**src/verilog/uart_trig_pkg.sv**
```systemverilog
// Constants, types and register map of the asynchronous serial trigger decoder.
// Operation
// - Trigger on first zero after stop or idle.
// - Frame start fires only after idle.
// - Count symbols, fire on configured index.
// - Compare every symbol against reference, fire match.
// - Reference bits are one, zero or don't-care.
// - Hex entry masks whole symbol at once.
// - Pattern skips 0 to 4095 leading symbols.
// - Pattern of one to three symbols, all match.
// - Pattern uses configured five-to-nine bit width.
// - Fire when parity bit breaks parity rule.
// - Fire when stop bit is missing.
// - Flag break when no stop within limit.
// - Record frame start time and data words.
// - Frame state valid, boundary only, incomplete.
// - Start bits inside idle gap open nothing.
// - Parity none, even or odd, checked.
// - Stop length one, one half or two.
// - Line polarity active high or low.
package uart_trig_pkg;

    // Clock rate and default line rate.
    localparam int          CLK_HZ       = 40_000_000;
    localparam int          BAUD_DEFAULT = 115_200;
    localparam logic [15:0] DIV_RESET    = 16'(CLK_HZ / BAUD_DEFAULT);
    localparam logic [19:0] IDLE_RESET   = 20'h00F00;
    localparam logic [23:0] BREAK_RESET  = 24'h004000;
    localparam logic [15:0] CTRL_RESET   = 16'h0080;
    localparam logic [16:0] PAT_RESET    = 17'h01000;

    // Register byte addresses.
    localparam logic [7:0] OFF_CTRL  = 8'h00;
    localparam logic [7:0] OFF_DIV   = 8'h04;
    localparam logic [7:0] OFF_IDLE  = 8'h08;
    localparam logic [7:0] OFF_BREAK = 8'h0C;
    localparam logic [7:0] OFF_NTH   = 8'h10;
    localparam logic [7:0] OFF_PAT   = 8'h14;
    localparam logic [7:0] OFF_REF0  = 8'h18;
    localparam logic [7:0] OFF_STAT  = 8'h24;
    localparam logic [7:0] OFF_REL   = 8'h28;
    localparam logic [7:0] OFF_DATA  = 8'h2C;
    localparam logic [7:0] REF_STEP  = 8'h04;

    // Control, pattern and reference register fields, and the widest symbol.
    localparam int CTRL_MODE_LSB = 0;
    localparam int CTRL_POL_BIT  = 3;
    localparam int CTRL_WID_LSB  = 4;
    localparam int CTRL_PAR_LSB  = 8;
    localparam int CTRL_STOP_LSB = 10;
    localparam int CTRL_EN_BIT   = 12;
    localparam int PAT_CNT_LSB   = 12;
    localparam int PAT_HEX_BIT   = 16;
    localparam int REF_CARE_LSB  = 16;
    localparam int SYM_MAX       = 9;

    typedef enum logic [2:0] {
        TM_START, TM_FRAME, TM_NTH, TM_ANY, TM_PATTERN, TM_PARITY, TM_FRAMEERR, TM_BREAK
    } trig_mode_t;
    typedef enum logic [1:0] {PAR_NONE, PAR_EVEN, PAR_ODD} parity_t;
    typedef enum logic [1:0] {STOP_ONE, STOP_ONE_HALF, STOP_TWO} stop_len_t;
    typedef enum logic [1:0] {FS_VALID, FS_BOUNDARY, FS_INCOMPLETE} frame_state_t;

    typedef struct packed {
        logic [7:0]  addr;
        logic [31:0] wdata;
        logic        wr;
        logic        rd;
    } bus_req_t;

    typedef struct packed {
        logic [31:0]  start_time;
        logic [12:0]  words;
        logic [8:0]   last_word;
        frame_state_t state;
    } frame_rec_t;

endpackage : uart_trig_pkg
```
**src/verilog/line_sync.sv**
```systemverilog
// Two-stage synchroniser for the probed line, followed by polarity mapping.
`timescale 1ns/1ps
module line_sync (
    input  wire logic clk_i,
    input  wire logic reset_i,
    input  wire logic line_i,
    input  wire logic active_low_i,
    output logic      bit_o
);
    logic meta;
    logic stable;

    // The first stage feeds only the second one.
    always_ff @(posedge clk_i) begin
        meta   <= reset_i ? 1'b1 : line_i;
        stable <= reset_i ? 1'b1 : meta;
    end

    // With active low a low level is logic one, as on an RS-232 line.
    assign bit_o = active_low_i ? ~stable : stable;
endmodule : line_sync

```
**src/verilog/symbol_match.sv**
```systemverilog
// Three-state comparison of one received symbol with one reference symbol.
`timescale 1ns/1ps
module symbol_match (
    input  wire logic [8:0] sym_i,
    input  wire logic [8:0] ref_i,
    input  wire logic [8:0] care_i,
    input  wire logic [8:0] width_mask_i,
    input  wire logic       hex_i,
    output logic            hit_o
);
    logic [8:0] eff_care;

    // Hex entry carries one don't-care flag for the whole symbol.
    assign eff_care = hex_i ? {9{care_i[0]}} : care_i;
    // Bits above the symbol width and don't-care bits match anything.
    assign hit_o = (((sym_i ^ ref_i) & eff_care & width_mask_i) == 9'h000);
endmodule : symbol_match

```
**src/verilog/uart_trig_decoder.sv**
```systemverilog
// Passive asynchronous serial decoder with trigger and frame capture.
`timescale 1ns/1ps
module uart_trig_decoder
    import uart_trig_pkg::*;
#(
    parameter int WORDS = 16
) (
    input  wire logic       clk_i,
    input  wire logic       reset_i,
    input  wire logic       line_i,
    input  wire logic       capture_i,
    input  wire bus_req_t   bus_i,
    output logic [31:0]     rdata_o,
    output logic            trigger_o,
    output logic            break_o,
    output frame_rec_t      frame_o,
    output logic            frame_valid_o
);
    typedef enum {RX_IDLE, RX_START, RX_DATA, RX_PARITY, RX_STOP, RX_STOP2, RX_BREAK} rx_state_t;

    // Software registers.
    logic [15:0] ctrl;
    logic [15:0] bit_div;
    logic [19:0] idle_cyc;
    logic [23:0] break_cyc;
    logic [11:0] nth_num;
    logic [16:0] pat_cfg;
    logic [3:0]  data_idx;

    // Receiver state.
    rx_state_t   state;
    logic [15:0] bit_cnt;
    logic [3:0]  bit_idx;
    logic [8:0]  shreg;
    logic [23:0] since_start;
    logic [19:0] idle_cnt;
    logic        frame_open;
    logic        new_frame;
    logic        par_err;
    logic        brk_seen;
    logic [12:0] sym_idx;
    logic        pat_ok;
    logic [31:0] tstamp;
    logic [31:0] trig_time;
    logic        cap_q;
    logic        incomplete;
    logic [8:0]  words [WORDS];

    // Configuration fields.
    wire trig_mode_t mode     = trig_mode_t'(ctrl[CTRL_MODE_LSB +: 3]);
    wire parity_t    par_mode = parity_t'(ctrl[CTRL_PAR_LSB +: 2]);
    wire stop_len_t  stop_len = stop_len_t'(ctrl[CTRL_STOP_LSB +: 2]);
    wire logic [3:0] width_raw = ctrl[CTRL_WID_LSB +: 4];
    wire logic [3:0] width = (width_raw < 4'd5) ? 4'd5 :
                             (width_raw > 4'd9) ? 4'd9 : width_raw;
    wire logic       enable   = ctrl[CTRL_EN_BIT];
    wire logic [11:0] pat_off = pat_cfg[11:0];
    wire logic [1:0] pat_cnt  = (pat_cfg[PAT_CNT_LSB +: 2] == 2'd0) ? 2'd1
                                : pat_cfg[PAT_CNT_LSB +: 2];
    wire logic       hex_mode = pat_cfg[PAT_HEX_BIT];

    // Register write decode.
    wire wr_ctrl  = bus_i.wr && (bus_i.addr == OFF_CTRL);
    wire wr_div   = bus_i.wr && (bus_i.addr == OFF_DIV);
    wire wr_idle  = bus_i.wr && (bus_i.addr == OFF_IDLE);
    wire wr_break = bus_i.wr && (bus_i.addr == OFF_BREAK);
    wire wr_nth   = bus_i.wr && (bus_i.addr == OFF_NTH);
    wire wr_pat   = bus_i.wr && (bus_i.addr == OFF_PAT);
    wire wr_data  = bus_i.wr && (bus_i.addr == OFF_DATA);

    always_ff @(posedge clk_i) begin
        if (reset_i) begin
            ctrl      <= CTRL_RESET;
            bit_div   <= DIV_RESET;
            idle_cyc  <= IDLE_RESET;
            break_cyc <= BREAK_RESET;
            nth_num   <= 12'h000;
            pat_cfg   <= PAT_RESET;
            data_idx  <= 4'h0;
        end else begin
            if (wr_ctrl)  ctrl      <= bus_i.wdata[15:0];
            if (wr_div)   bit_div   <= bus_i.wdata[15:0];
            if (wr_idle)  idle_cyc  <= bus_i.wdata[19:0];
            if (wr_break) break_cyc <= bus_i.wdata[23:0];
            if (wr_nth)   nth_num   <= bus_i.wdata[11:0];
            if (wr_pat)   pat_cfg   <= bus_i.wdata[16:0];
            if (wr_data)  data_idx  <= bus_i.wdata[3:0];
        end
    end

    // Received symbol, right aligned, and the mask of its valid bits.
    wire logic [8:0] width_mask = 9'h1FF >> (4'd9 - width);
    wire logic [8:0] sym_val    = (shreg >> (4'd9 - width)) & width_mask;

    // The three reference symbols share one register layout; each slot owns its registers.
    logic [2:0] ref_hit;
    genvar gi;
    generate
        for (gi = 0; gi < 3; gi++) begin : g_ref
            logic [8:0] ref_val;
            logic [8:0] ref_care;
            wire wr_ref = bus_i.wr && (bus_i.addr == OFF_REF0 + 8'(gi) * REF_STEP);
            always_ff @(posedge clk_i) begin
                if (reset_i) begin
                    ref_val  <= 9'h000;
                    ref_care <= 9'h000;
                end else if (wr_ref) begin
                    ref_val  <= bus_i.wdata[8:0];
                    ref_care <= bus_i.wdata[REF_CARE_LSB +: 9];
                end
            end
            symbol_match u_match (
                .sym_i        (sym_val),
                .ref_i        (ref_val),
                .care_i       (ref_care),
                .width_mask_i (width_mask),
                .hex_i        (hex_mode),
                .hit_o        (ref_hit[gi])
            );
        end
    endgenerate

    // Synchronised, polarity corrected line level.
    logic rx_bit;
    line_sync u_sync (
        .clk_i        (clk_i),
        .reset_i      (reset_i),
        .line_i       (line_i),
        .active_low_i (ctrl[CTRL_POL_BIT]),
        .bit_o        (rx_bit)
    );

    // Bit timing and symbol assembly helpers.
    wire logic       tick       = (bit_cnt == 16'h0000);
    wire logic [15:0] half_div  = {1'b0, bit_div[15:1]};
    wire logic [15:0] full_div  = bit_div - 16'h0001;
    wire logic       idle_ok    = (idle_cnt >= idle_cyc);
    wire logic       start_seen = (state == RX_IDLE) && !rx_bit && (frame_open || idle_ok);
    wire logic       start_ok   = (state == RX_START) && tick && !rx_bit;
    wire logic       data_last  = (state == RX_DATA) && tick && (bit_idx == width - 4'd1);
    wire logic       exp_par    = (^sym_val) ^ (par_mode == PAR_ODD);
    wire logic       par_evt    = (state == RX_PARITY) && tick && (rx_bit != exp_par);
    wire logic       stop_evt   = (state == RX_STOP) && tick;
    wire logic       ferr_evt   = (stop_evt && !rx_bit)
                                  || ((state == RX_STOP2) && tick && !rx_bit);
    wire logic       sym_done   = stop_evt;
    wire logic       brk_evt    = (state == RX_BREAK) && !rx_bit && !brk_seen
                                  && (since_start >= break_cyc);
    wire logic       frame_end  = frame_open && (state == RX_IDLE) && rx_bit && idle_ok;
    wire logic       cap_fall   = cap_q && !capture_i;

    // Receiver state machine; bits are sampled at their centre, a half stop bit at its start.
    always_ff @(posedge clk_i) begin
        if (reset_i) begin
            state   <= RX_IDLE;
            bit_cnt <= 16'h0000;
            bit_idx <= 4'h0;
            shreg   <= 9'h000;
        end else begin
            bit_cnt <= tick ? 16'h0000 : bit_cnt - 16'h0001;
            case (state)
                RX_IDLE: if (start_seen) begin
                    state   <= RX_START;
                    bit_cnt <= half_div;
                end
                RX_START: if (tick) begin
                    // A short glitch that is high at mid-bit is not a start bit.
                    state   <= rx_bit ? RX_IDLE : RX_DATA;
                    bit_cnt <= full_div;
                    bit_idx <= 4'h0;
                end
                RX_DATA: if (tick) begin
                    shreg   <= {rx_bit, shreg[8:1]};
                    bit_idx <= bit_idx + 4'h1;
                    bit_cnt <= full_div;
                    if (data_last) state <= (par_mode == PAR_NONE) ? RX_STOP : RX_PARITY;
                end
                RX_PARITY: if (tick) begin
                    state   <= RX_STOP;
                    bit_cnt <= full_div;
                end
                RX_STOP: if (tick) begin
                    if (!rx_bit) state <= RX_BREAK;
                    else if (stop_len == STOP_ONE) state <= RX_IDLE;
                    else begin
                        state   <= RX_STOP2;
                        bit_cnt <= (stop_len == STOP_TWO) ? full_div : half_div;
                    end
                end
                RX_STOP2: if (tick) state <= rx_bit ? RX_IDLE : RX_BREAK;
                RX_BREAK: if (rx_bit) state <= RX_IDLE;
                default: state <= RX_IDLE;
            endcase
        end
    end

    // Time since start edge, idle time and frame boundary tracking.
    always_ff @(posedge clk_i) begin
        if (reset_i) begin
            since_start <= 24'h000000;
            idle_cnt    <= 20'h00000;
            frame_open  <= 1'b0;
            new_frame   <= 1'b0;
            brk_seen    <= 1'b0;
        end else begin
            since_start <= start_seen ? 24'h000000
                         : (since_start == 24'hFFFFFF) ? since_start : since_start + 24'h000001;
            idle_cnt    <= (state != RX_IDLE || !rx_bit) ? 20'h00000
                         : idle_ok ? idle_cnt : idle_cnt + 20'h00001;
            if (start_seen) new_frame <= !frame_open;
            if (start_ok) frame_open <= 1'b1;
            else if (frame_end) frame_open <= 1'b0;
            if (start_seen) brk_seen <= 1'b0;
            else if (brk_evt) brk_seen <= 1'b1;
        end
    end

    // Symbol index and running pattern comparison.
    wire logic [12:0] rel     = sym_idx - {1'b0, pat_off};
    wire logic        in_pat  = (sym_idx >= {1'b0, pat_off}) && (rel < {11'h000, pat_cnt});
    wire logic        rel_hit = (rel[1:0] == 2'd3) ? 1'b0 : ref_hit[rel[1:0]];
    wire logic        pat_evt = sym_done && in_pat && (rel == {11'h000, pat_cnt} - 13'h0001)
                                && rel_hit && ((rel == 13'h0000) || pat_ok);
    always_ff @(posedge clk_i) begin
        if (reset_i) begin
            sym_idx <= 13'h0000;
            pat_ok  <= 1'b0;
            par_err <= 1'b0;
        end else begin
            if (start_ok && new_frame) sym_idx <= 13'h0000;
            else if (sym_done && sym_idx != 13'h1FFF) sym_idx <= sym_idx + 13'h0001;
            if (sym_done && in_pat) pat_ok <= (rel == 13'h0000) ? rel_hit : (pat_ok && rel_hit);
            if (par_evt) par_err <= 1'b1;
            else if (start_seen) par_err <= 1'b0;
        end
    end

    // Trigger selection; the pulse follows the qualifying sample by one cycle.
    logic trig_cond;
    always_comb begin
        case (mode)
            TM_START:    trig_cond = start_ok;
            TM_FRAME:    trig_cond = start_ok && new_frame;
            TM_NTH:      trig_cond = sym_done && (sym_idx == {1'b0, nth_num});
            TM_ANY:      trig_cond = sym_done && ref_hit[0];
            TM_PATTERN:  trig_cond = pat_evt;
            TM_PARITY:   trig_cond = par_evt && (par_mode != PAR_NONE);
            TM_FRAMEERR: trig_cond = ferr_evt;
            TM_BREAK:    trig_cond = brk_evt;
            default:     trig_cond = 1'b0;
        endcase
    end

    always_ff @(posedge clk_i) begin
        if (reset_i) begin
            trigger_o <= 1'b0;
            break_o   <= 1'b0;
            trig_time <= 32'h00000000;
            tstamp    <= 32'h00000000;
        end else begin
            trigger_o <= enable && trig_cond;
            break_o   <= brk_seen || brk_evt;
            tstamp    <= tstamp + 32'h00000001;
            if (enable && trig_cond) trig_time <= tstamp;
        end
    end

    // Frame record: start time, data words and the state at closure.
    wire logic close_now = frame_open && (frame_end || cap_fall);
    always_ff @(posedge clk_i) begin
        if (reset_i) begin
            frame_o       <= '0;
            frame_valid_o <= 1'b0;
            cap_q         <= 1'b0;
            incomplete    <= 1'b0;
        end else begin
            cap_q         <= capture_i;
            frame_valid_o <= close_now;
            if (start_ok && new_frame) begin
                frame_o.start_time <= tstamp;
                frame_o.words      <= 13'h0000;
                incomplete         <= !capture_i;
            end else if (sym_done && frame_open) begin
                frame_o.last_word <= sym_val;
                if (frame_o.words != 13'h1FFF) frame_o.words <= frame_o.words + 13'h0001;
            end
            if (close_now) begin
                frame_o.state <= (cap_fall || incomplete) ? FS_INCOMPLETE
                               : (frame_o.words == 13'h0000) ? FS_BOUNDARY : FS_VALID;
            end
        end
    end

    // Word store; only the first WORDS symbols of a frame are kept.
    always_ff @(posedge clk_i) begin
        if (sym_done && frame_open && frame_o.words < 13'(WORDS)) begin
            words[frame_o.words[$clog2(WORDS)-1:0]] <= sym_val;
        end
    end

    // Read side; data stand in the cycle after the strobe only.
    wire logic [31:0] rel_time = frame_o.start_time - trig_time;
    logic [31:0] rd_mux;
    always_comb begin
        case (bus_i.addr)
            OFF_CTRL:  rd_mux = {16'h0000, ctrl};
            OFF_DIV:   rd_mux = {16'h0000, bit_div};
            OFF_IDLE:  rd_mux = {12'h000, idle_cyc};
            OFF_BREAK: rd_mux = {8'h00, break_cyc};
            OFF_NTH:   rd_mux = {20'h00000, nth_num};
            OFF_PAT:   rd_mux = {15'h0000, pat_cfg};
            OFF_STAT:  rd_mux = {11'h000, frame_o.state, par_err, brk_seen, frame_open,
                                 3'h0, sym_idx};
            OFF_REL:   rd_mux = rel_time;
            OFF_DATA:  rd_mux = {23'h000000, words[data_idx[$clog2(WORDS)-1:0]]};
            default:   rd_mux = 32'h00000000;
        endcase
    end

    always_ff @(posedge clk_i) begin
        rdata_o <= (reset_i || !bus_i.rd) ? 32'h00000000 : rd_mux;
    end

    // Checks on the receiver and trigger behaviour.
    start_pulse_a: assert property (@(posedge clk_i) disable iff (reset_i)
        (mode == TM_START && enable && start_ok) |=> trigger_o)
        else $error("start bit did not trigger");
    frame_once_a: assert property (@(posedge clk_i) disable iff (reset_i)
        (mode == TM_FRAME && start_ok && frame_open) |=> !trigger_o)
        else $error("frame start fired inside a frame");
    trig_single_a: assert property (@(posedge clk_i) disable iff (reset_i)
        trigger_o |=> !trigger_o)
        else $error("trigger pulse longer than one cycle");
    gap_guard_a: assert property (@(posedge clk_i) disable iff (reset_i)
        (state == RX_IDLE && !frame_open && !idle_ok) |=> state != RX_START)
        else $error("start accepted inside idle gap");
    bit_centre_a: assert property (@(posedge clk_i) disable iff (reset_i)
        (state == RX_IDLE && start_seen) |=> (state == RX_START && bit_cnt == half_div))
        else $error("start not timed to bit centre");
    parity_trig_a: assert property (@(posedge clk_i) disable iff (reset_i)
        (mode == TM_PARITY && enable && par_mode != PAR_NONE && par_evt) |=> trigger_o)
        else $error("parity error not triggered");
    stop_miss_a: assert property (@(posedge clk_i) disable iff (reset_i)
        (state == RX_STOP && tick && !rx_bit) |=> state == RX_BREAK)
        else $error("missing stop bit not caught");
    break_flag_a: assert property (@(posedge clk_i) disable iff (reset_i)
        brk_evt |=> break_o)
        else $error("break not flagged");
    nth_symbol_a: assert property (@(posedge clk_i) disable iff (reset_i)
        (mode == TM_NTH && enable && sym_done && sym_idx == {1'b0, nth_num}) |=> trigger_o)
        else $error("nth symbol missed");
endmodule : uart_trig_decoder

```
**config.mk**
```make
export PLATFORM = sky130hd
export DESIGN_NAME = uart_trig_decoder
export DESIGN_NICKNAME = d
export VERILOG_FILES = /design/src/verilog/uart_trig_pkg.sv /design/src/verilog/line_sync.sv /design/src/verilog/symbol_match.sv /design/src/verilog/uart_trig_decoder.sv
export SDC_FILE = /design/constraint.sdc
export NUM_CORES = 1
export LEC_CHECK = 0
export ABC_CLOCK_PERIOD_IN_PS = 5600
export BUFFER_PORTS_ARGS = -buffer_cell sky130_fd_sc_hd__buf_2
export CORE_MARGIN = 2
export CORE_UTILIZATION = 30
export DETAILED_ROUTE_END_ITERATION = 16
export PLACE_DENSITY = 0.41
export SKIP_LAST_GASP = 1
export SLEW_MARGIN = 20
export SYNTH_ARGS = -nofsm -noshare
export SYNTH_HDL_FRONTEND = slang
export SYNTH_SLANG_ARGS = --single-unit
```
**constraint.sdc**
```tcl
create_clock -name clk_i -period 5.6 [get_ports clk_i]
set_clock_uncertainty 0.15 [all_clocks]
set_input_delay 0.84 -clock clk_i [delete_from_list [all_inputs] [get_ports clk_i]]
set_output_delay 0.84 -clock clk_i [all_outputs]
set_load 0.03 [all_outputs]
```
### Word-level counts from Yosys, hierarchy flattened

Memory sizes are Yosys's and may differ from the RTL's. A register that Yosys moved wholly into a read port is not among the register bits.
Cells that the tools add are included.

* register bits after elaboration: 445
* RAM bits: 144
* output and inout bits: 91
* memories kept: 1

Memory list
* words: depth 16, width 9, read ports 1, clocked after Yosys merged registers in 1, wr ports 1, line uart_trig_decoder.sv:47 `logic [8:0] words [WORDS];`

* $add $sub $neg: 13
* order comparisons: 8
* equality and inequality tests: 48
* shifts and indexed selects: 2
* multiplexer cells: 48
* bitwise operators: 13
* reductions and logical operators: 85

Operator list (count)
* 32-bit case mux with 9 select lines: 1
* 32-bit two-way mux: 8
* 32-bit case mux with 7 select lines: 1
* 32-bit by 3-bit equality test with 1-bit output, second input constant: 5
* 16-bit two-way mux: 7
* 32-bit by 2-bit equality test with 1-bit output, second input constant: 3
* 32-bit by 4-bit equality test with 1-bit output, second input constant: 3
* 32-bit logical NOT: 2
* 9-bit AND: 7
* 16-bit case mux with 3 select lines: 1
* 1-bit logical AND: 44
* 32-bit by 1-bit adder with 32-bit output, second input constant: 1
* 32-bit by 1-bit equality test with 1-bit output, second input constant: 1
* 8-bit by 5-bit equality test with 1-bit output, second input constant: 4
* 8-bit by 6-bit equality test with 1-bit output, second input constant: 4
* 32-bit nonzero test: 1
* 16-bit by 1-bit subtractor with 16-bit output, second input constant: 2
* 32-bit subtractor: 1
* 9-bit logical NOT: 3
* 9-bit two-way mux: 3
* 9-bit bitwise XOR: 3
* 13-bit by 1-bit adder with 13-bit output, second input constant: 2
* 13-bit logical NOT: 2
* 13-bit != test, second input constant: 2
* other kinds (51): 106

### Longest topological paths before layout

Gate-level depths: netlist of the first run.

* depth after elaboration: 17
* depth in mapped cells: 18
* mapped depth without buffers: 17

### Hierarchy

A second synthesis of the first run with hierarchy kept.

* cells, all modules: 3114
* area, all modules: 28359.7 um^2

Modules (own cells, without submodules)
* uart_trig_decoder: times used 1, cells each 3013, area each 27498.9 um^2, seq. area each 12692.2 um^2
* symbol_match: times used 3, cells each 32, area each 266.5 um^2, seq. area each 0.0 um^2
* line_sync: times used 1, cells each 5, area each 61.3 um^2, seq. area each 40.0 um^2

### Worst setup path after synthesis of the first run

OpenSTA, ideal clock, no wires.

* path kind: flip-flop to flip-flop
* from: register ctrl[7]
* to: register trig_time[10]
* setup time: 0.128 ns
* data arrival time: 3.961 ns
* data required time: 5.322 ns
* setup slack: 1.361 ns
* stages on the path, launching flop included: 16
* period minus slack after synthesis: 4.239 ns
* path through: dfxtp_1 > nand3b_2 > ha_1 > xor2_1 > clkbuf_1 > nor4_2 > xnor2_1 > xnor2_1 > xnor3_1 > xnor2_1 > nand3b_1 > nor4b_2 > nor3_4 > buf_6 > mux2i_1 > nor2_1

* cells in the longest elaborated chain, start to end: 17

Ends and longest elaborated chain
* start: declaration: line uart_trig_decoder.sv:22 `logic [15:0] ctrl;`
* start signal: assignment: line uart_trig_decoder.sv:81 `if (wr_ctrl) ctrl <= bus_i.wdata[15:0];`
* 4-bit greater-than comparator: line uart_trig_decoder.sv:55 `(width_raw > 4'd9) ? 4'd9 : width_raw;`
* 4-bit two-way mux: line uart_trig_decoder.sv:55
* 4-bit two-way mux *: line uart_trig_decoder.sv:54 `wire logic [3:0] width = (width_raw < 4'd5) ? 4'd5 :`
* 4-bit subtractor *: line uart_trig_decoder.sv:92, uart_trig_decoder.sv:93
* 9-bit by 4-bit >> shifter with 9-bit output (on tied branches): line uart_trig_decoder.sv:93, uart_trig_decoder.sv:92
* 9-bit AND *: line uart_trig_decoder.sv:93 `wire logic [8:0] sym_val = (shreg >> (4'd9 - width)) & width_mask;`
* via g_ref[0].u_match.sym_i[8]: line symbol_match.sv:4 `input wire logic [8:0] sym_i,`
* 9-bit bitwise XOR: line symbol_match.sv:16 `assign hit_o = (((sym_i ^ ref_i) & eff_care & width_mask_i) == 9'h000);`
* 9-bit AND (2 in series): line symbol_match.sv:16
* 9-bit logical NOT: line symbol_match.sv:16
* 1-bit binary-select mux with 2-bit select: line uart_trig_decoder.sv:221 `wire logic rel_hit = (rel[1:0] == 2'd3) ? 1'b0 : ref_hit[rel[1:0]];`
* 1-bit two-way mux (not written as such): line uart_trig_decoder.sv:221
* 1-bit two-way mux: line uart_trig_decoder.sv:221
* 1-bit logical AND (2 in series): line uart_trig_decoder.sv:223 `&& rel_hit && ((rel == 13'h0000) || pat_ok);`
* 1-bit case mux with 8 select lines *: line uart_trig_decoder.sv:241 `case (mode)`
* 1-bit logical AND *: line uart_trig_decoder.sv:264 `if (enable && trig_cond) trig_time <= tstamp;`
* end signal: assignment: line uart_trig_decoder.sv:264
* end: declaration: line uart_trig_decoder.sv:44 `logic [31:0] trig_time;`

The timed path passes the listed nets; every way through them passes the cells marked *. The select of a mux whose other input is x is not followed.
A chain may end at the register's enable or synchronous reset.

### Worst setup path after layout of the first run

* from: register ctrl[7]
* to: register trig_time[27]

* cells in the longest elaborated chain, start to end: 17

Ends and longest elaborated chain (line)
* 4-bit greater-than comparator: uart_trig_decoder.sv:55
* 4-bit two-way mux: uart_trig_decoder.sv:55
* 4-bit two-way mux *: uart_trig_decoder.sv:54
* 4-bit subtractor *: uart_trig_decoder.sv:92, uart_trig_decoder.sv:93
* 9-bit by 4-bit >> shifter with 9-bit output (on tied branches): uart_trig_decoder.sv:93, uart_trig_decoder.sv:92
* 9-bit AND: uart_trig_decoder.sv:93
* 9-bit bitwise XOR: symbol_match.sv:16
* 9-bit AND (2 in series): symbol_match.sv:16
* 9-bit logical NOT: symbol_match.sv:16
* 1-bit binary-select mux with 2-bit select: uart_trig_decoder.sv:221
* 1-bit two-way mux (not written as such): uart_trig_decoder.sv:221
* 1-bit two-way mux: uart_trig_decoder.sv:221
* 1-bit logical AND (2 in series): uart_trig_decoder.sv:223
* 1-bit case mux with 8 select lines *: uart_trig_decoder.sv:241
* 1-bit logical AND *: uart_trig_decoder.sv:264

Every way passes the cells marked *; elsewhere a longest branch is shown, timed or not. The select of a mux whose other input is x is not followed.

==> metrics.cfg, run 1 <==
[outcome]
status = completed

[floorplanning]
die_y_um = 311
die_w_um = 311
fp.dieArea_um2 = 96500
io_pins = 137
core_area_um2 = 93200
initial_utilization_pct = 30.3
rows = 112

[critical_path]
crit_chain = nand3b_2 -> ha_1 -> xnor2_2 -> nand2_1 -> a311oi_1 -> a211oi_1 -> xnor2_1 -> nand3_1 -> a41oi_1 -> a221oi_2 -> nor3_4 -> buf_12 -> mux2i_1 -> nor2_1
crit_type = reg -> reg
end_kind = register
worstPathRequired_ns = 5.92
cpMaxStageDelayCell = a311oi_1
max_stage_delay_ns = 0.57
critPathArrivalTime_ns = 5.05
startpoint_type = register
critPathMaxFanout = 33

[route]
vias = 23614
ant_nets = 0
drcViolationCount = 0
first_iter_violations = 2028
first_pass_iters = 6
vias_per_cell = 5.19
wire_per_inst_um = 21.6
routed_wl_um = 98500

[power_and_ir_drop]
vdd_drop_max_v = 0.000209
p_clk_share_pct = 47.3
seqPwrFrac_pct = 44.0
leakagePower_uw = 0.0119
p_int_uw = 7290
swShare_pct = 25.1
switchingPower_uw = 2450
combPwrFrac_pct = 8.7
p_per_area_nw_per_um2 = 298

[sta]
slew_headroom_pct = 22.4
tns_ns = 0
min_period_over_period_pct = 84.6
final_hold_viol_count = 0
timing.final.ws_setup_ns = 0.864
tightest_slew_ns = 1.16
fmax_ghz = 0.211
period_minus_slack_ns = 4.74
setup_viol_count_final = 0
drv_slew = 0
rsz0062_at_grt = false

[synthesis]
synth_area_um2 = 28200
synthAdderAreaFrac_pct = 4.89
yosysWarnings = 0
synth_seq_area_share_pct = 45.1
yosysTopAreaCell = dfxtp_1
ys_top_cells_by_area = dfxtp_1, edfxtp_1, nand2_1
synthMuxAreaShare_pct = 6.03
synth_cell_types = 95
syn_nets = 3302
syn_inst = 3147
yosysTopAreaCellShare_pct = 29.8
synth-simple-area-share_pct = 19.4
synth_compound_area_share_pct = 14.1
syn_area_per_cell_um2 = 8.96
ys_ff_latch = 564
ys_async_sr_fraction_pct = 0
synth_xor_area_share_pct = 6.04
synth_top_family_by_area = simple AND/OR/NAND/NOR gates
synth-edff-count = 144
synthFlopType = dfxtp_1

[clocking]
cts_buffers = 71
tritoncts = built
cts.sinks = 564
clock_latency_ns = 0.64
post_cts_buffers = 0
cts_max_level = 3
clk_path_buf_depth = 3
root_buffer = clkbuf_16
clkTransAtPathRegs_ns = 0.06
postCtsHoldBufs = 0
cts_resized = 0

[placed_design]
pre_cts_slack_ns = 0.965
io_buffers = 129
place_congestion = 0.869
hpwl_um = 71000

[cells_and_area]
finalNetCount = 3396
fillers = 9476
area_growth_pct = 15.7
drive_gt1_share_pct = 12.0

[global_routing]
grt_pass1_wl_um = 148000
grt_pass1_vias = 23058
grt_max_degree = 86
grt_usage_pct = 20.0
antenna_found_initial = 3
grt_overflow = 0

[min_path]
hp-class = in -> reg

[run]
drv_cap = 0

==> cells in the final DEF, fill, tap and decap left out, types with 12 or more instances in the layout <==
cell / instances
nand2_1: 544
and2_1: 13
a21oi_1: 294
nand3b_1: 15
o21ai_0: 93
a211oi_1: 26
nand2b_1: 33
xor2_1: 106
nor2_1: 295
nor4_1: 16
edfxtp_1: 144
buf_2: 128
a222oi_1: 15
nand3_1: 97
a21o_1: 22
or2_2: 12
inv_1: 146
clkbuf_1: 21
mux4_2: 45
or3_1: 18
xnor2_1: 83
nand4_1: 37
a221oi_1: 19
nor3_1: 47
a31oi_1: 25
and3_1: 22
mux2i_1: 63
clkbuf_16: 73
a22oi_1: 24
ha_1: 107
dfxtp_1: 419
buf_4: 63
nor2b_1: 21
==> cell type report <==
type / instances / area, um^2 / share of cell area (%)
Multi-Input combinational cell: 2263 / 14300 / 43.8
Clock inverter: 26 / 300 / 0.920
Inverter: 148 / 556 / 1.70
Clock buffer: 102 / 2020 / 6.18
Antenna cell: 3 / 7.51 / 0.0230
Timing Repair Buffer: 193 / 1150 / 3.52
Sequential cell: 564 / 12700 / 39.0
Tap cell: 1254 / 1570 / 4.81
==> critical path, delay by kind of cell (launching register included) <==
family	cells	cell delay, ns
muxes	1	0.23
DFF	1	0.30
and+or+nand+nor	5	1.22
AOI/OAI and AO/OA	4	1.25
adders and majority gates	1	0.41
buffers and inverters	1	0.26
xor gates and xnor gates	2	0.63
==> state kept, by name, indices dropped and copies added, names as in the netlist, 17 cells and up, named ones only <==
register	cells
g_ref.ref_care	27
pat_cfg	17
idle_cnt	20
words	144
idle_cyc	20
rdata_o	32
g_ref.ref_val	27
trig_time	32
since_start	24
tstamp	32
break_cyc	24
frame_o	56
==> power groups by stage <==
| stage | Clock [uW] | Combinational [uW] | Sequential (uW) |
|---|---|---|---|
| 2_1_floorplan | 0 | 596 | 4350 |
| 3_3_place_gp | 0 | 833 | 4370 |
| 3_5_place_dp | 0 | 847 | 4370 |
| 4_1_cts | 4730 | 851 | 4280 |
| 5_1_grt | 4870 | 945 | 4290 |
| 6_report | 4600 | 848 | 4290 |
==> path summary, 6_finish.rpt <==
check | cells past startpoint | to | from | slack, ns
worst max-delay path | 14 | trig_time[27] | ctrl[7] | 0.86
worst min-delay path | 2 | u_sync.meta | line_i | 0.25
worst max register to register | 14 | trig_time[27] | ctrl[7] | 0.86
worst min register to register | 1 | u_sync.stable | u_sync.meta | 0.29
==> Yosys cell counts (12+ instances only) <==
master and instances:
nor2_1 301, a21o_1 22, a21oi_1 294, a221oi_1 19
edfxtp_1 144, mux2i_1 63, buf_1 14, a31oi_1 25
xor2_1 107, inv_1 146, and3_1 22, nand3_1 97
or3_1 18, nand3b_1 15, o21ai_0 93, nand2_1 545
a211oi_1 26, a222oi_1 15, nor4_1 16, nor2b_1 21
or2_2 12, xnor2_1 83, nand2b_1 33, nand4_1 37
nor3_1 48, a22oi_1 24, mux4_2 45, and2_1 13
clkbuf_1 152, ha_1 107, dfxtp_1 420
==> per-stage QoR <==
step / std cells / util (%) / hold WS (ns) / instance area [um^2] / total power [uW]
after global placement: 4422 / 32.5 / 0.260 / 30300 / 5200
after CTS: 4550 / 35.0 / 0.207 / 32600 / 9870
after detailed placement: 4422 / 32.5 / 0.254 / 30300 / 5220
after floorplan: 3147 / - / 0.239 / 28200 / 4950
after global routing: 4550 / 35.0 / 0.226 / 32600 / 10100
final: 4553 / 35.0 / 0.247 / 32600 / 9740
==> layer usage <==
layer	GRT usage (%)	share of wire (%)	routed length [um]	up-vias
met3	2.56	4.4	4290	129
li1	-	-	-	11217
met2	32.9	47	45800	595
met1	27.4	46	45800	11673
met5	0	0	0	-
met4	5.77	2.6	2600	0
==> logic make-up after synthesis <==
kind of cell,Yosys count
adders and majority gates,109
AOI/OAI and AO/OA,632
buffers and inverters,320
muxes,113
and+or+nand+nor,1217
xor gates and xnor gates,192
DFF,564
No activity file was read; power rests on OpenSTA's default activity.
==> run 2, diff against run 1 <==
--- a/config.mk
+++ b/config.mk
@@ -5,7 +5,7 @@
 export SDC_FILE = /design/constraint.sdc
 export NUM_CORES = 1
 export LEC_CHECK = 0
-export ABC_CLOCK_PERIOD_IN_PS = 5600
+export ABC_CLOCK_PERIOD_IN_PS = 4400
 export BUFFER_PORTS_ARGS = -buffer_cell sky130_fd_sc_hd__buf_2
 export CORE_MARGIN = 2
 export CORE_UTILIZATION = 30
==> constraint.sdc (replaced) <==
create_clock -name clk_i -period 4.4 [get_ports clk_i]
set_clock_uncertainty 0.15 [all_clocks]
set_input_delay 0.66 -clock clk_i [delete_from_list [all_inputs] [get_ports clk_i]]
set_output_delay 0.66 -clock clk_i [all_outputs]
set_load 0.03 [all_outputs]
==> run 2 against run 1 <==
Global-route usage rose by 0.16 points. Non-clock buffer count rose by 38. Clock-buffer cell count stayed put. Sequential cell count did not move. Utilization up 0.42 points. Maximum frequency grew 14%. Sequential power is 27% higher. Clock power grew 29%. Cell area rose by 1.2%. Register-to-register slack worse by 0.61 ns. Critical endpoint unchanged.
==> metrics.cfg, run 2 (synthesis results as in run 1) <==
[cells_and_area]
largest_register_ffs = 144  ; unchanged
stdcell_count = 4592  ; +0.86%
n_antenna_cell = 0  ; -3
finalNetCount = 3435  ; +1.1%
area_growth_pct = 17.1
mostFrequentLayoutCells = nand2_1, dfxtp_1, nor2_1, a21oi_1, inv_1
largest_register = words
fillers = 9602  ; +1.3%
drive_gt1_share_pct = 13.3  ; +1.3 points
final_common_cell = nand2_1
largest_registers = words x144, frame_o x56

[clocking]
root_buffer = clkbuf_16
clkTransAtPathRegs_ns = 0.06  ; about the same
cts_max_level = 3  ; unchanged
cts_buffers = 72  ; +1.4%
tritoncts = built
clk_path_buf_depth = 3  ; unchanged
postCtsHoldBufs = 0  ; unchanged
cts.sinks = 564  ; unchanged
clock_latency_ns = 0.64  ; about the same

[global_routing]
grt_max_degree = 163  ; +90%
grt_usage_pct = 20.2  ; +0.16 points
grt_overflow = 0  ; unchanged
grt_pass1_vias = 22762  ; -1.3%
antenna_found_initial = 4  ; +1
grt_pass1_wl_um = 149000  ; +0.43%

[power_and_ir_drop]
p_per_area_nw_per_um2 = 378  ; +27%
leakagePower_uw = 0.0121  ; +2.1%
combPwrFrac_pct = 8.8  ; about the same
switchingPower_uw = 3230  ; +32%
seqPwrFrac_pct = 43.7  ; -0.3 points
p_int_uw = 9240  ; +27%
vdd_drop_max_v = 0.000227  ; +8.7%
p_clk_share_pct = 47.5  ; +0.2 points
swShare_pct = 25.9  ; +0.78 points

[sta]
fmax_ghz = 0.241  ; +14%
drv_slew = 0  ; unchanged
setup_viol_count_final = 0  ; unchanged
min_period_over_period_pct = 94.3  ; +9.8 points
period_minus_slack_ns = 4.15  ; -0.586 ns
tightest_slew_ns = 1.06  ; -0.103 ns
rsz0062_at_grt = false
final_hold_viol_count = 0  ; unchanged
tns_ns = 0  ; unchanged
slew_headroom_pct = 29.2  ; +6.8 points
hold_ws_ns = 0.0715  ; -0.175 ns

[route]
first_iter_violations = 1852  ; -8.7%
vias = 23624  ; +0.042%
first_pass_iters = 5  ; -1
routed_wl_um = 99000  ; +0.43%
drcViolationCount = 0  ; unchanged
vias_per_cell = 5.14  ; -0.81%
ant_nets = 0  ; unchanged
wire_per_inst_um = 21.5  ; -0.43%

[floorplanning]
rows = 112  ; unchanged
fp.dieArea_um2 = 96500  ; unchanged
initial_utilization_pct = 30.3  ; unchanged
die_w_um = 311  ; unchanged
core_area_um2 = 93200  ; unchanged
io_pins = 137  ; unchanged
die_y_um = 311  ; unchanged

[critical_path]
max_stage_delay_ns = 0.51  ; -0.06 ns
worstPathRequired_ns = 4.72  ; -1.20 ns
startpoint_type = register
cpMaxStageDelayCell = a211oi_2
crit_chain = nand3b_2 -> ha_1 -> buf_4 -> inv_1 -> nand2_1 -> a311oi_2 -> a211oi_2 -> xnor2_1 -> nand3_1 -> a41oi_1 -> a221oi_2 -> nor3_4 -> buf_12 -> mux2i_1 -> nor2_1
critPathArrivalTime_ns = 4.47  ; -0.58 ns
crit_type = reg -> reg
end_kind = register
critPathMaxFanout = 33  ; unchanged

[min_path]
hp-class = in -> reg

[run]
drv_cap = 0  ; unchanged

[placed_design]
hpwl_um = 71500  ; +0.64%
io_buffers = 129  ; unchanged
place_congestion = 0.874  ; +0.52%
dp_cells = 4459  ; +0.84%

[outcome]
status = completed

==> run 2: cell types whose count changed in the layout (fill, tap and decap cells not counted), sizes merged <==
cell / before / now
bufinv: 6 / 3
clkinvlp: 1 / 2
buf: 193 / 231
diode: 3 / 0
clkinv: 15 / 24
inv: 152 / 149
==> run 2: power by group through the flow <==
| stage | Combinational [uW] | Clock [uW] | Sequential (uW) |
|---|---|---|---|
| finish | 1100 | 5930 | 5450 |
| global route | 1220 | 6310 | 5460 |
| CTS | 1110 | 6100 | 5450 |
| detailed placement | 1100 | 0 | 5560 |
| global placement | 1090 | 0 | 5560 |
| floorplan | 758 | 0 | 5540 |
==> run 2: cell type report <==
type	instances	area (um^2)	area share (%)
tap	1254	1570	4.75
timing repair buffer	231	1460	4.43
clock buffer	102	2060	6.25
multi-input combinational	2263	14300	43.3
sequential	564	12700	38.6
inverter	148	556	1.68
clock inverter	30	335	1.02
==> run 2: metrics by stage <==
stage / cell area [um^2] / power, uW / util, % / setup WS [ns]
2_1_floorplan: 28200 / 6300 / - / 0.161
3_3_place_gp: 30600 / 6640 / 32.8 / 0.165
3_5_place_dp: 30600 / 6670 / 32.8 / 0.0578
4_1_cts: 33000 / 12700 / 35.4 / 0.0216
5_1_grt: 33000 / 13000 / 35.4 / 0.0114
6_report: 33000 / 12500 / 35.4 / 0.250
==> run 2: routing by layer <==
layer  global-route usage [%]  up-vias  routed length (um)
met5                        0        -                  13
met2                     32.7      671               46000
li1                         -    11296                   -
met3                     2.73      120                5460
met4                     5.59        2                2190
met1                     28.0    11535               45300
==> run 2: critical path, delay by kind of cell (launching register included) <==
| family | cells | cell delay [ns] |
|---|---|---|
| muxes | 1 | 0.24 |
| DFF | 1 | 0.32 |
| AOI/OAI and AO/OA | 4 | 1.04 |
| and+or+nand+nor | 5 | 0.99 |
| adders and majority gates | 1 | 0.33 |
| buffers and inverters | 3 | 0.63 |
| xor gates and xnor gates | 1 | 0.18 |
==> run 2: final timing paths <==
check	startpoint	endpoint	slack (ns)	cells past startpoint
setup / recovery	ctrl[7]	trig_time[27]	0.25	15
hold / removal	line_i	u_sync.meta	0.07	2
setup reg to reg	ctrl[7]	trig_time[27]	0.25	15
hold reg to reg	frame_o[6]	frame_o[6]	0.30	2
==> run 2: timing repair <==
item	CTS	global route
endpoints found under the setup margin	0	33
gates resized for setup	0	2
buffers inserted	0	0
